--- src/rtl/pfp_pkg.sv ---
package pfp_pkg;

    // Byte addresses of the three bytes of the channel C control word
    localparam logic [7:0]  CTRL_ADDR_LO    = 8'h86;
    localparam logic [7:0]  CTRL_ADDR_MID   = 8'h87;
    localparam logic [7:0]  CTRL_ADDR_HI    = 8'h88;
    localparam logic [23:0] CTRL_RESET      = 24'h000040;

    localparam logic [3:0]  FRAME_MODE_CODE = 4'hf;
    localparam logic [23:0] MAX_RATIO       = 24'hefffff;
    localparam logic [23:0] MIN_RATIO       = 24'h000002;
    localparam logic [15:0] MIN_PERIOD      = 16'h0001;

    localparam logic [1:0]  SEL_A           = 2'h0;
    localparam logic [1:0]  SEL_B           = 2'h1;
    localparam logic [1:0]  SEL_RSVD        = 2'h2;
    localparam logic [1:0]  SEL_D           = 2'h3;

    // Field layout of the control word, most significant field first
    typedef struct packed {
        logic [3:0]  mode;
        logic        frame_type;
        logic        polarity;
        logic [1:0]  rel_sel;
        logic [15:0] period;
    } ctrl_s;

    typedef struct packed {
        logic       en;
        logic [7:0] addr;
        logic [7:0] data;
    } wr_s;

    typedef struct packed {
        logic clk_a;
        logic clk_b;
        logic clk_d;
    } related_s;

    typedef enum logic [2:0] {
        ST_RESTART = 3'b001,
        ST_CLOCK   = 3'b010,
        ST_FRAME   = 3'b100
    } state_e;

endpackage

--- src/rtl/ctrl_regs.sv ---
`timescale 1ns/100ps
`default_nettype none
module ctrl_regs (
    input  wire logic          clk,
    input  wire logic          rstn,
    input  wire pfp_pkg::wr_s  wr,
    input  wire logic [7:0]    rd_addr,
    output pfp_pkg::ctrl_s     ctrl,
    output logic [7:0]         rd_data,
    output logic               rewrite
);
    import pfp_pkg::*;

    logic [23:0] word;
    logic [23:0] next_word;
    logic [7:0]  next_rd_data;
    logic        next_rewrite;

    always_comb begin
        next_word    = word;
        next_rewrite = 1'b0;
        if (wr.en) begin
            unique case (wr.addr)
                CTRL_ADDR_LO: begin
                    next_word[7:0] = wr.data;
                    next_rewrite   = 1'b1;
                end
                CTRL_ADDR_MID: begin
                    next_word[15:8] = wr.data;
                    next_rewrite    = 1'b1;
                end
                CTRL_ADDR_HI: begin
                    next_word[23:16] = wr.data;
                    next_rewrite     = 1'b1;
                end
                default: ;
            endcase
        end
        unique case (rd_addr)
            CTRL_ADDR_LO:  next_rd_data = word[7:0];
            CTRL_ADDR_MID: next_rd_data = word[15:8];
            CTRL_ADDR_HI:  next_rd_data = word[23:16];
            default:       next_rd_data = 8'h00;
        endcase
    end

    always_ff @(posedge clk) begin
        if (!rstn) begin
            word    <= CTRL_RESET;
            rd_data <= 8'h00;
            rewrite <= 1'b0;
        end else begin
            word    <= next_word;
            rd_data <= next_rd_data;
            rewrite <= next_rewrite;
        end
    end

    assign ctrl = ctrl_s'(word);

endmodule
`default_nettype wire

--- src/rtl/post_divider_frame_pulse.sv ---
// Behaviour
// - Mode field all ones selects frame pulse output instead of divided clock.
// - Otherwise whole 24-bit word divides the clock, about 50% duty.
// - Low sixteen bits count related-clock periods between frame pulses.
// - Selector picks related clock A, B or D; pulse lasts one period.
// - Polarity bit zero gives normal pulse, one gives inverted pulse.
// - Routing to configurable pins reverses the pulse polarity once more.
// - Type zero centres pulse on boundary; type one starts it there.
// - Even ratios give near 50% duty; odd ratios high one extra cycle.
`timescale 1ns/100ps
`default_nettype none
module post_divider_frame_pulse (
    input  wire logic              REF_CLK,
    input  wire logic              RSTN,
    input  wire pfp_pkg::wr_s      REG_WR,
    input  wire logic [7:0]        REG_RD_ADDR,
    input  wire pfp_pkg::related_s RELATED,
    input  wire logic              ROUTE_TO_CFG_PINS,
    output logic [7:0]             REG_RD_DATA,
    output logic                   DIV_OUT
);
    import pfp_pkg::*;

    ctrl_s       ctrl;
    logic        rewrite;
    state_e      state;
    state_e      next_state;
    logic [23:0] cnt;
    logic [23:0] next_cnt;
    logic [15:0] fcnt;
    logic [15:0] next_fcnt;
    logic        pulse;
    logic        next_pulse;
    logic        rel_prev;
    logic        next_rel_prev;
    logic        next_out;
    logic        rel;
    logic        rise;
    logic        fall;
    logic        frame_mode;
    logic [23:0] eff_ratio;
    logic [23:0] half_hi;
    logic [15:0] eff_period;
    logic [15:0] last_period;

    ctrl_regs ctrl_regs_inst (
        .clk     (REF_CLK),
        .rstn    (RSTN),
        .wr      (REG_WR),
        .rd_addr (REG_RD_ADDR),
        .ctrl    (ctrl),
        .rd_data (REG_RD_DATA),
        .rewrite (rewrite)
    );

    assign frame_mode = (ctrl.mode == FRAME_MODE_CODE);
    // Ratios below two cannot be made on one clock edge; run them as two
    assign eff_ratio  = (ctrl_s'(ctrl) < MIN_RATIO) ? MIN_RATIO
                                                   : 24'(ctrl);
    // Odd ratios stay high the extra cycle
    assign half_hi    = eff_ratio - (eff_ratio >> 1);
    assign eff_period = (ctrl.period < MIN_PERIOD) ? MIN_PERIOD
                                                  : ctrl.period;
    assign last_period = eff_period - MIN_PERIOD;

    // Reserved selector code has no source, so no edges and no pulse
    always_comb begin
        unique case (ctrl.rel_sel)
            SEL_A:   rel = RELATED.clk_a;
            SEL_B:   rel = RELATED.clk_b;
            SEL_D:   rel = RELATED.clk_d;
            default: rel = 1'b0;
        endcase
    end
    assign rise = rel & ~rel_prev;
    assign fall = ~rel & rel_prev;

    always_comb begin
        next_state    = state;
        next_cnt      = cnt;
        next_fcnt     = fcnt;
        next_pulse    = pulse;
        next_rel_prev = rel;
        next_out      = DIV_OUT;
        unique case (state)
            ST_RESTART: begin
                // Hold idle one cycle so no partial level leaks out
                next_cnt   = 24'h000000;
                next_fcnt  = 16'h0000;
                next_pulse = 1'b0;
                next_state = frame_mode ? ST_FRAME : ST_CLOCK;
                next_out   = frame_mode
                           & (ctrl.polarity ^ ROUTE_TO_CFG_PINS);
            end
            ST_CLOCK: begin
                next_cnt = (cnt >= eff_ratio - 24'h000001) ? 24'h000000
                                                          : cnt + 24'h000001;
                // Level follows the count just left, so the first high
                // phase after a restart is as long as every later one
                next_out = (cnt < half_hi);
            end
            ST_FRAME: begin
                if (rise) begin
                    next_fcnt = (fcnt >= last_period) ? 16'h0000
                                                      : fcnt + 16'h0001;
                    if (ctrl.frame_type) begin
                        next_pulse = (next_fcnt == 16'h0000);
                    end
                end
                if (fall && !ctrl.frame_type) begin
                    next_pulse = (fcnt == last_period);
                end
                next_out = next_pulse ^ ctrl.polarity
                         ^ ROUTE_TO_CFG_PINS;
            end
        endcase
        if (rewrite) begin
            next_state = ST_RESTART;
            // The old branch already sees the new word; hold the level
            // so that no one-cycle sliver of it reaches the pin
            next_out   = DIV_OUT;
        end
    end

    always_ff @(posedge REF_CLK) begin
        if (!RSTN) begin
            state    <= ST_RESTART;
            cnt      <= 24'h000000;
            fcnt     <= 16'h0000;
            pulse    <= 1'b0;
            rel_prev <= 1'b0;
            DIV_OUT  <= 1'b0;
        end else begin
            state    <= next_state;
            cnt      <= next_cnt;
            fcnt     <= next_fcnt;
            pulse    <= next_pulse;
            rel_prev <= next_rel_prev;
            DIV_OUT  <= next_out;
        end
    end
endmodule
`default_nettype wire
--- config.mk ---
export PLATFORM = sky130hd
export DESIGN_NAME = post_divider_frame_pulse
export DESIGN_NICKNAME = d
export VERILOG_FILES = /design/src/rtl/pfp_pkg.sv /design/src/rtl/ctrl_regs.sv /design/src/rtl/post_divider_frame_pulse.sv
export SDC_FILE = /design/constraint.sdc
export NUM_CORES = 1
export LEC_CHECK = 0
export BUFFER_PORTS_ARGS = -buffer_cell sky130_fd_sc_hd__buf_4
export CORE_ASPECT_RATIO = 0.75
export CORE_MARGIN = 8
export CORE_UTILIZATION = 40
export DETAILED_ROUTE_END_ITERATION = 6
export SETUP_SLACK_MARGIN = 0.5
export SYNTH_ARGS = -nofsm -noshare
export SYNTH_HDL_FRONTEND = slang
export SYNTH_SLANG_ARGS = --single-unit
--- constraint.sdc ---
create_clock -name REF_CLK -period 6.2 [get_ports REF_CLK]
set_input_delay 0.31 -clock REF_CLK [delete_from_list [all_inputs] [get_ports REF_CLK]]
set_output_delay 0.31 -clock REF_CLK [all_outputs]
set_load 0.05 [all_outputs]
# Yosys cells after proc, flatten, opt, wreduce, memory -nomap -nowiden
# Cells that the tools add are included.
[word_totals] register_bits=79 elab_cells=74 out_inout_bits=9
[classes] reduce_logical=13 add_sub_neg=5 mux=17 bitwise=9 n_lt_le_gt_ge=5 n_eq_ne=14
[op_table] cell="$eq 8x8->1 const B" count=6
[op_table] cell="$mux 16" count=3
[op_table] cell="$mux 24" count=2
[op_table] cell="$pmux 24 s2" count=1
[op_table] cell="$pmux 16 s2" count=1
[op_table] cell="$add 24x1->24 const B" count=1
[op_table] cell="$ge 24x24->1" count=1
[op_table] cell="$lt 24x2->1 const B" count=1
[op_table] cell="$lt 24x24->1" count=1
[op_table] cell="$pmux 8 s3" count=1
[op_table] cell="$sub 24x1->24 const B" count=1
[op_table] cell="$sub 24x23->24" count=1
[op_table] cell="$add 16x1->16 const B" count=1
[op_table] cell="$eq 16x16->1" count=1
[op_table] cell="$ge 16x16->1" count=1
[op_table] cell="$logic_not 16->1" count=1
[op_table] cell="$lt 16x1->1 const B" count=1
[op_table] cell="$sub 16x1->16 const B" count=1
[op_table] cell="$reduce_and 2->1" count=5
[op_table] cell="$pmux 1 s3" count=2
[op_table] cell="$mux 1" count=5
[op_table] cell="$eq 4x4->1 const B" count=1
[op_table] cell="$reduce_bool 2->1" count=2
[op_table] cell="$and 1x1->1" count=3
[op_table] cell="15 further kinds" count=19

# Logic depth before layout (Yosys ltp)
[depth] word_depth=13 depth_mapped=25

# Hierarchy
# A second synthesis with hierarchy kept.
[hier_totals] hier_cells=944 area_unflattened_um2=7603.5
[modules_own_cells] module="post_divider_frame_pulse" area_per_inst_um2=6229.7 cells_each=811 instances=1
[modules_own_cells] module="ctrl_regs" area_per_inst_um2=1373.8 cells_each=133 instances=1

# Least setup slack after synthesis
# No wires, ideal clock.
[synth_path] path_kind="reg-to-reg" start="reg ctrl_regs_inst.word[2], in the netlist ctrl_regs_inst.ctrl[2]" end="reg DIV_OUT" setup_ns=0.074 arrival_time_ns=5.176 synth_period_minus_slack_ns=5.250 path_buffers=1 required_ns=6.126 stages_incl_launch_ff=24 slack_ns=0.950 cell_sequence="dfxtp_1 buf_2 or4_1 nor2_1 and3_1 and3_1 or2_2 inv_1 fa_1 or2_4 a221oi_4 o21bai_1 o31a_1 o31a_1 o21a_1 o31a_1 o311ai_1 ha_1 and4_1 o21ai_0 a21oi_1 a2111oi_0 a211oi_1 a31oi_1"
[synth_via] elab_chain_cells=13 word_cells_on_any_way=18
[synth_rtl] item="start, declared" line_no="ctrl_regs.sv:14" rtl="logic [23:0] word;"
[synth_rtl] item="start signal, assigned" line_no="ctrl_regs.sv:53" rtl="word <= next_word;"
[synth_rtl] item="$lt 16x1->1" line_no="post_divider_frame_pulse.sv:62" rtl="assign eff_period = (ctrl.period < MIN_PERIOD) ? MIN_PERIOD"
[synth_rtl] item="$mux 16" line_no="post_divider_frame_pulse.sv:62"
[synth_rtl] item="$sub 16x1->16" line_no="post_divider_frame_pulse.sv:64" rtl="assign last_period = eff_period - MIN_PERIOD;"
[synth_rtl] item="$ge 16x16->1" line_no="post_divider_frame_pulse.sv:104" rtl="next_fcnt = (fcnt >= last_period) ? 16'h0000"
[synth_rtl] item="$mux 16" line_no="post_divider_frame_pulse.sv:104"
[synth_rtl] item="$logic_not 16->1" line_no="post_divider_frame_pulse.sv:107" rtl="next_pulse = (next_fcnt == 16'h0000);"
[synth_rtl] item="$mux 1" line_no="post_divider_frame_pulse.sv:106" rtl="if (ctrl.frame_type) begin"
[synth_rtl] item="$mux 1" line_no="post_divider_frame_pulse.sv:103" rtl="if (rise) begin"
[synth_rtl] item="$mux 1" line_no="post_divider_frame_pulse.sv:110" rtl="if (fall && !ctrl.frame_type) begin"
[synth_rtl] item="$mux 1" line_no="post_divider_frame_pulse.sv:85" rtl="unique case (state)"
[synth_rtl] item="$xor 1x1->1" line_no="post_divider_frame_pulse.sv:113" rtl="next_out = next_pulse ^ ctrl.polarity"
[synth_rtl] item="$xor 1x1->1" line_no="post_divider_frame_pulse.sv:114" rtl="^ ROUTE_TO_CFG_PINS;"
[synth_rtl] item="$pmux 1 s3 *" line_no="post_divider_frame_pulse.sv:85"
[synth_rtl] item="end signal, assigned" line_no="post_divider_frame_pulse.sv:139" rtl="DIV_OUT <= next_out;"
[synth_rtl] item="end, declared" line_no="post_divider_frame_pulse.sv:20" rtl="output logic DIV_OUT"
# Every way passes the cells marked *; elsewhere a longest branch is shown, timed or not. The select of a mux whose other input is x is not followed.
# A chain may end at the register's enable or synchronous reset.

# Worst setup path in the final report
[layout_path] start="reg ctrl_regs_inst.word[23], in the netlist ctrl_regs_inst.ctrl[23]" end="reg DIV_OUT"
[layout_via] elab_chain_cells=5 word_cells_on_any_way=7
[layout_rtl] item="$lt 24x2->1" line_no="post_divider_frame_pulse.sv:58" rtl="assign eff_ratio = (ctrl_s'(ctrl) < MIN_RATIO) ? MIN_RATIO"
[layout_rtl] item="$mux 24" line_no="post_divider_frame_pulse.sv:58"
[layout_rtl] item="$sub 24x23->24" line_no="post_divider_frame_pulse.sv:61" rtl="assign half_hi = eff_ratio - (eff_ratio >> 1);"
[layout_rtl] item="$lt 24x24->1" line_no="post_divider_frame_pulse.sv:100" rtl="next_out = (cnt < half_hi);"
[layout_rtl] item="$pmux 1 s3 *" line_no="post_divider_frame_pulse.sv:85"
# Every way passes the cells marked *; elsewhere a longest branch is shown, timed or not.

==> impl_metrics.ini <==
[global_routing]
grt_pass1_vias = 6345
track_usage_pct = 18.3
antenna_found_initial = 0
grt_max_degree = 54
grt_overflow = 0
grt_pass1_wl_um = 35000

[die]
fp-row-count = 43
die_h_um = 135
dieArea_um2 = 23600
ios = 40
start_util_pct = 40.9
coreArea_um2 = 18500
die_x_um = 175

[logic_synthesis]
synthFlopType = dfxtp_1
synth_top_family_by_area = simple AND/OR/NAND/NOR gates
synthAdderAreaFrac_pct = 19.5
yosysSeqAreaShare_pct = 20.9
ys_types = 66
synthXorXnorAreaFrac_pct = 7.53
synth-compound-area-share_pct = 18.2
syn_area_per_cell_um2 = 7.90
ys_seq_elements = 79
async_flop_share_pct = 0
yosysWarnings = 0
syn_inst = 957
synth-edff-count = 0
postSynthNetCount = 1105
synthesis.area_um2 = 7560
yosys.area_share.simple_pct = 24.7
synth.area.mux_share_pct = 3.72

[sta]
drv_slew = 0
fin_hold_ws_ps = 244
grt_setup_unrepaired = false
period_share_pct = 88.2
clock.fmax_mhz = 183
finalSetupViolCount = 0
worstMarginPinSlew_ps = 1150
setup_tns_ps = 0
fin_skew_ps = 9.51
min_period_ps = 5470
relSlewSlack_pct = 22.9
hold_viol = 0

[routing]
dr_total_vias = 6831
drt_iter0_drc = 627
drc_errors = 9
wirelength_um = 21300
dr.pass1.iters = 7
viasPerCell = 5.58
wire_per_inst_um = 17.4
postRouteAntennaNets = 0

[worst_setup_path]
cp-end-kind = register
crit_family = compound AO/OA/AOI/OAI gates
timing.critical_path.cells = nor4_1 > and3_1 > or2_2 > inv_1 > fa_1 > or2_4 > a221oi_4 > o21bai_2 > o31a_1 > o31a_1 > o21a_1 > o31a_1 > o311ai_2 > ha_1 > and4_1 > o21ai_0 > a21oi_1 > a2111oi_2 > a211oi_1 > a31oi_1
crit_required_ps = 6480
arrival_ps = 5750
critPathKind = reg2reg
r2r-start = ctrl_regs_inst.ctrl[23]
path_common_cell = o31a_1
cp_slowest_stage_delay_ps = 790
crit_path_start_kind = register
r2r_cells = 20
critical_path_buf_inv_count = 1
slowest_stage = nor4_1
reg2reg_slack_ps = 730
cp_max_fo = 3
worst_r2r_endpoint = DIV_OUT
crit_cells = 20

[clocking]
clock_latency_ps = 360
cts-buffers-inserted = 9
cts_hold_buf = 0
htree_num_levels = 3
clkTransAtPathRegs_ps = 70
cts.path.max_buffers = 2
clkSinkCount = 79
root_buffer = clkbuf_16
cts_tree = yes

[place]
hpwl_um = 16900
place_congestion = 0.916
dp.cells = 1209
portBuffers = 39

[layout]
nets = 1121
fin_cells = 1225
area_delta_synth_final_pct = 12.0
drive_gt1_share_pct = 10.4

[power_and_ir_drop]
comb_power_share_pct = 7.7
ir_worst_vdd_mv = 0.116
swShare_pct = 25.7
intPower_mw = 0.863
switching_power_mw = 0.299
p_leak_nw = 3.30
power_frac_clock_pct = 47.9
power_density_nw_per_um2 = 137
power.share.sequential_pct = 44.4

[run_status]
violations = DRC
status = complete, but fails checks

[min_path]
holdPathStages = 3
hold-path-endpoint = ctrl_regs_inst.ctrl[1]
hp-class = in2reg
worstHoldStart = REG_WR[1]

[job]
cap_violations = 0
-- worst max-delay path by stage --
stage,startpoint,to,slack (ps)
2_1_floorplan,ctrl_regs_inst.ctrl[2],DIV_OUT,950
3_3_place_gp,ctrl_regs_inst.ctrl[3],DIV_OUT,560
3_5_place_dp,ctrl_regs_inst.ctrl[3],DIV_OUT,360
4_1_cts,ctrl_regs_inst.ctrl[3],DIV_OUT,520
5_1_grt,ctrl_regs_inst.ctrl[9],cnt[12],510
6_report,ctrl_regs_inst.ctrl[23],DIV_OUT,730
-- registers in the layout, indices dropped and copies added, names as in the netlist --
register,flops
DIV_OUT,1
cnt,24
state,3
fcnt,16
rel_prev,1
ctrl_regs_inst.rd_data,8
pulse,1
ctrl_regs_inst.rewrite,1
ctrl_regs_inst.ctrl,24
-- per-stage QoR --
step	worst slack (ps)	total power [mW]	util [%]	area (µm²)
finish	733	1.16	45.7	8470
global route	506	1.20	45.7	8460
CTS	515	1.17	45.4	8400
detailed placement	364	0.614	43.8	8100
global placement	559	0.614	43.8	8100
floorplan	950	0.578	-	7560
-- per-layer routing --
layer	vias to the layer above	routed length (µm)	global-route usage [%]
met5	-	0	0
met4	0	201	3.62
met3	13	1680	3.88
met2	215	8080	24.9
met1	3119	11400	28.4
li1	3484	-	-
-- power by group through the flow --
| stage | Combinational (mW) | Sequential [mW] | Clock (mW) |
|---|---|---|---|
| 2_1_floorplan | 0.0539 | 0.524 | 0 |
| 3_3_place_gp | 0.0870 | 0.527 | 0 |
| 3_5_place_dp | 0.0875 | 0.527 | 0 |
| 4_1_cts | 0.0883 | 0.515 | 0.571 |
| 5_1_grt | 0.0989 | 0.516 | 0.591 |
| 6_report | 0.0899 | 0.515 | 0.556 |
-- Yosys cell counts, drive strengths merged (8+ instances only) --
cell	count	area share [%]
o21bai	8	0.79
o311ai	13	1.5
nand3	45	3.0
inv	58	2.9
xnor2	59	6.8
ha	116	19
o21a	9	0.89
or2	8	0.69
dfxtp	79	21
or3	10	0.83
nand4	25	2.2
a222oi	8	1.1
clkbuf	49	2.4
a21boi	9	0.94
nor2b	42	3.5
a21oi	39	2.6
nand2	75	3.7
nor3	22	1.5
o21ai	46	3.0
nor2	70	3.5
nor4	12	0.99
and3	11	0.91
mux2i	27	3.6
a21o	14	1.4
-- worst min-delay path, stage by stage --
cell and delay [ps]:
buf_4 100, mux2i_1 60, nor2b_1 90
-- final cells by class --
class	count	area, µm²
Multi-Input combinational cell	768	5630
Inverter	58	218
Sequential cell	79	1590
Tap cell	247	309
Antenna cell	1	2.50
Clock buffer	9	225
Clock inverter	6	71.3
Fill cell	1856	10000
Timing Repair Buffer	57	428
-- cells in the final DEF (no fill, tap or decap), types with 5 or more instances in the layout --
master and n:
nor2_1 68, nand2_1 75, and2_1 6, nor2b_1 42, o311ai_0 11, inv_1 58
a21oi_1 39, dfxtp_1 76, buf_4 57, a21o_1 14, ha_1 116, nand3_1 45
nand4_1 24, xor2_1 6, nor3_1 20, a222oi_1 8, a211oi_1 6, o211ai_1 5
o21bai_1 7, nor4_1 12, and4_1 6, or2_2 7, mux2i_1 27, o21a_1 9
o21ai_0 44, nand2b_1 7, nor3b_1 7, or3_1 10, and3_1 10, xnor2_1 59
a21boi_0 7, clkbuf_16 9
-- what timing repair did --
action                     4_1_cts  5_1_grt
setup endpoints to repair        1       24
setup buffers                    0        0
pin swaps                        0        2
gates resized for setup          2       17
cloned                           0        0
-- cell families (layout without fill, tap and decap cells) --
family | after synthesis | after routing
xor+xnor | 65 | 65
mux | 28 | 28
simple gates | 360 | 360
fa+ha+maj | 117 | 117
flops | 79 | 79
other cells | 0 | 1
buf+inv | 110 | 130
compound gates | 198 | 198
(Power assumes the default switching activity.)
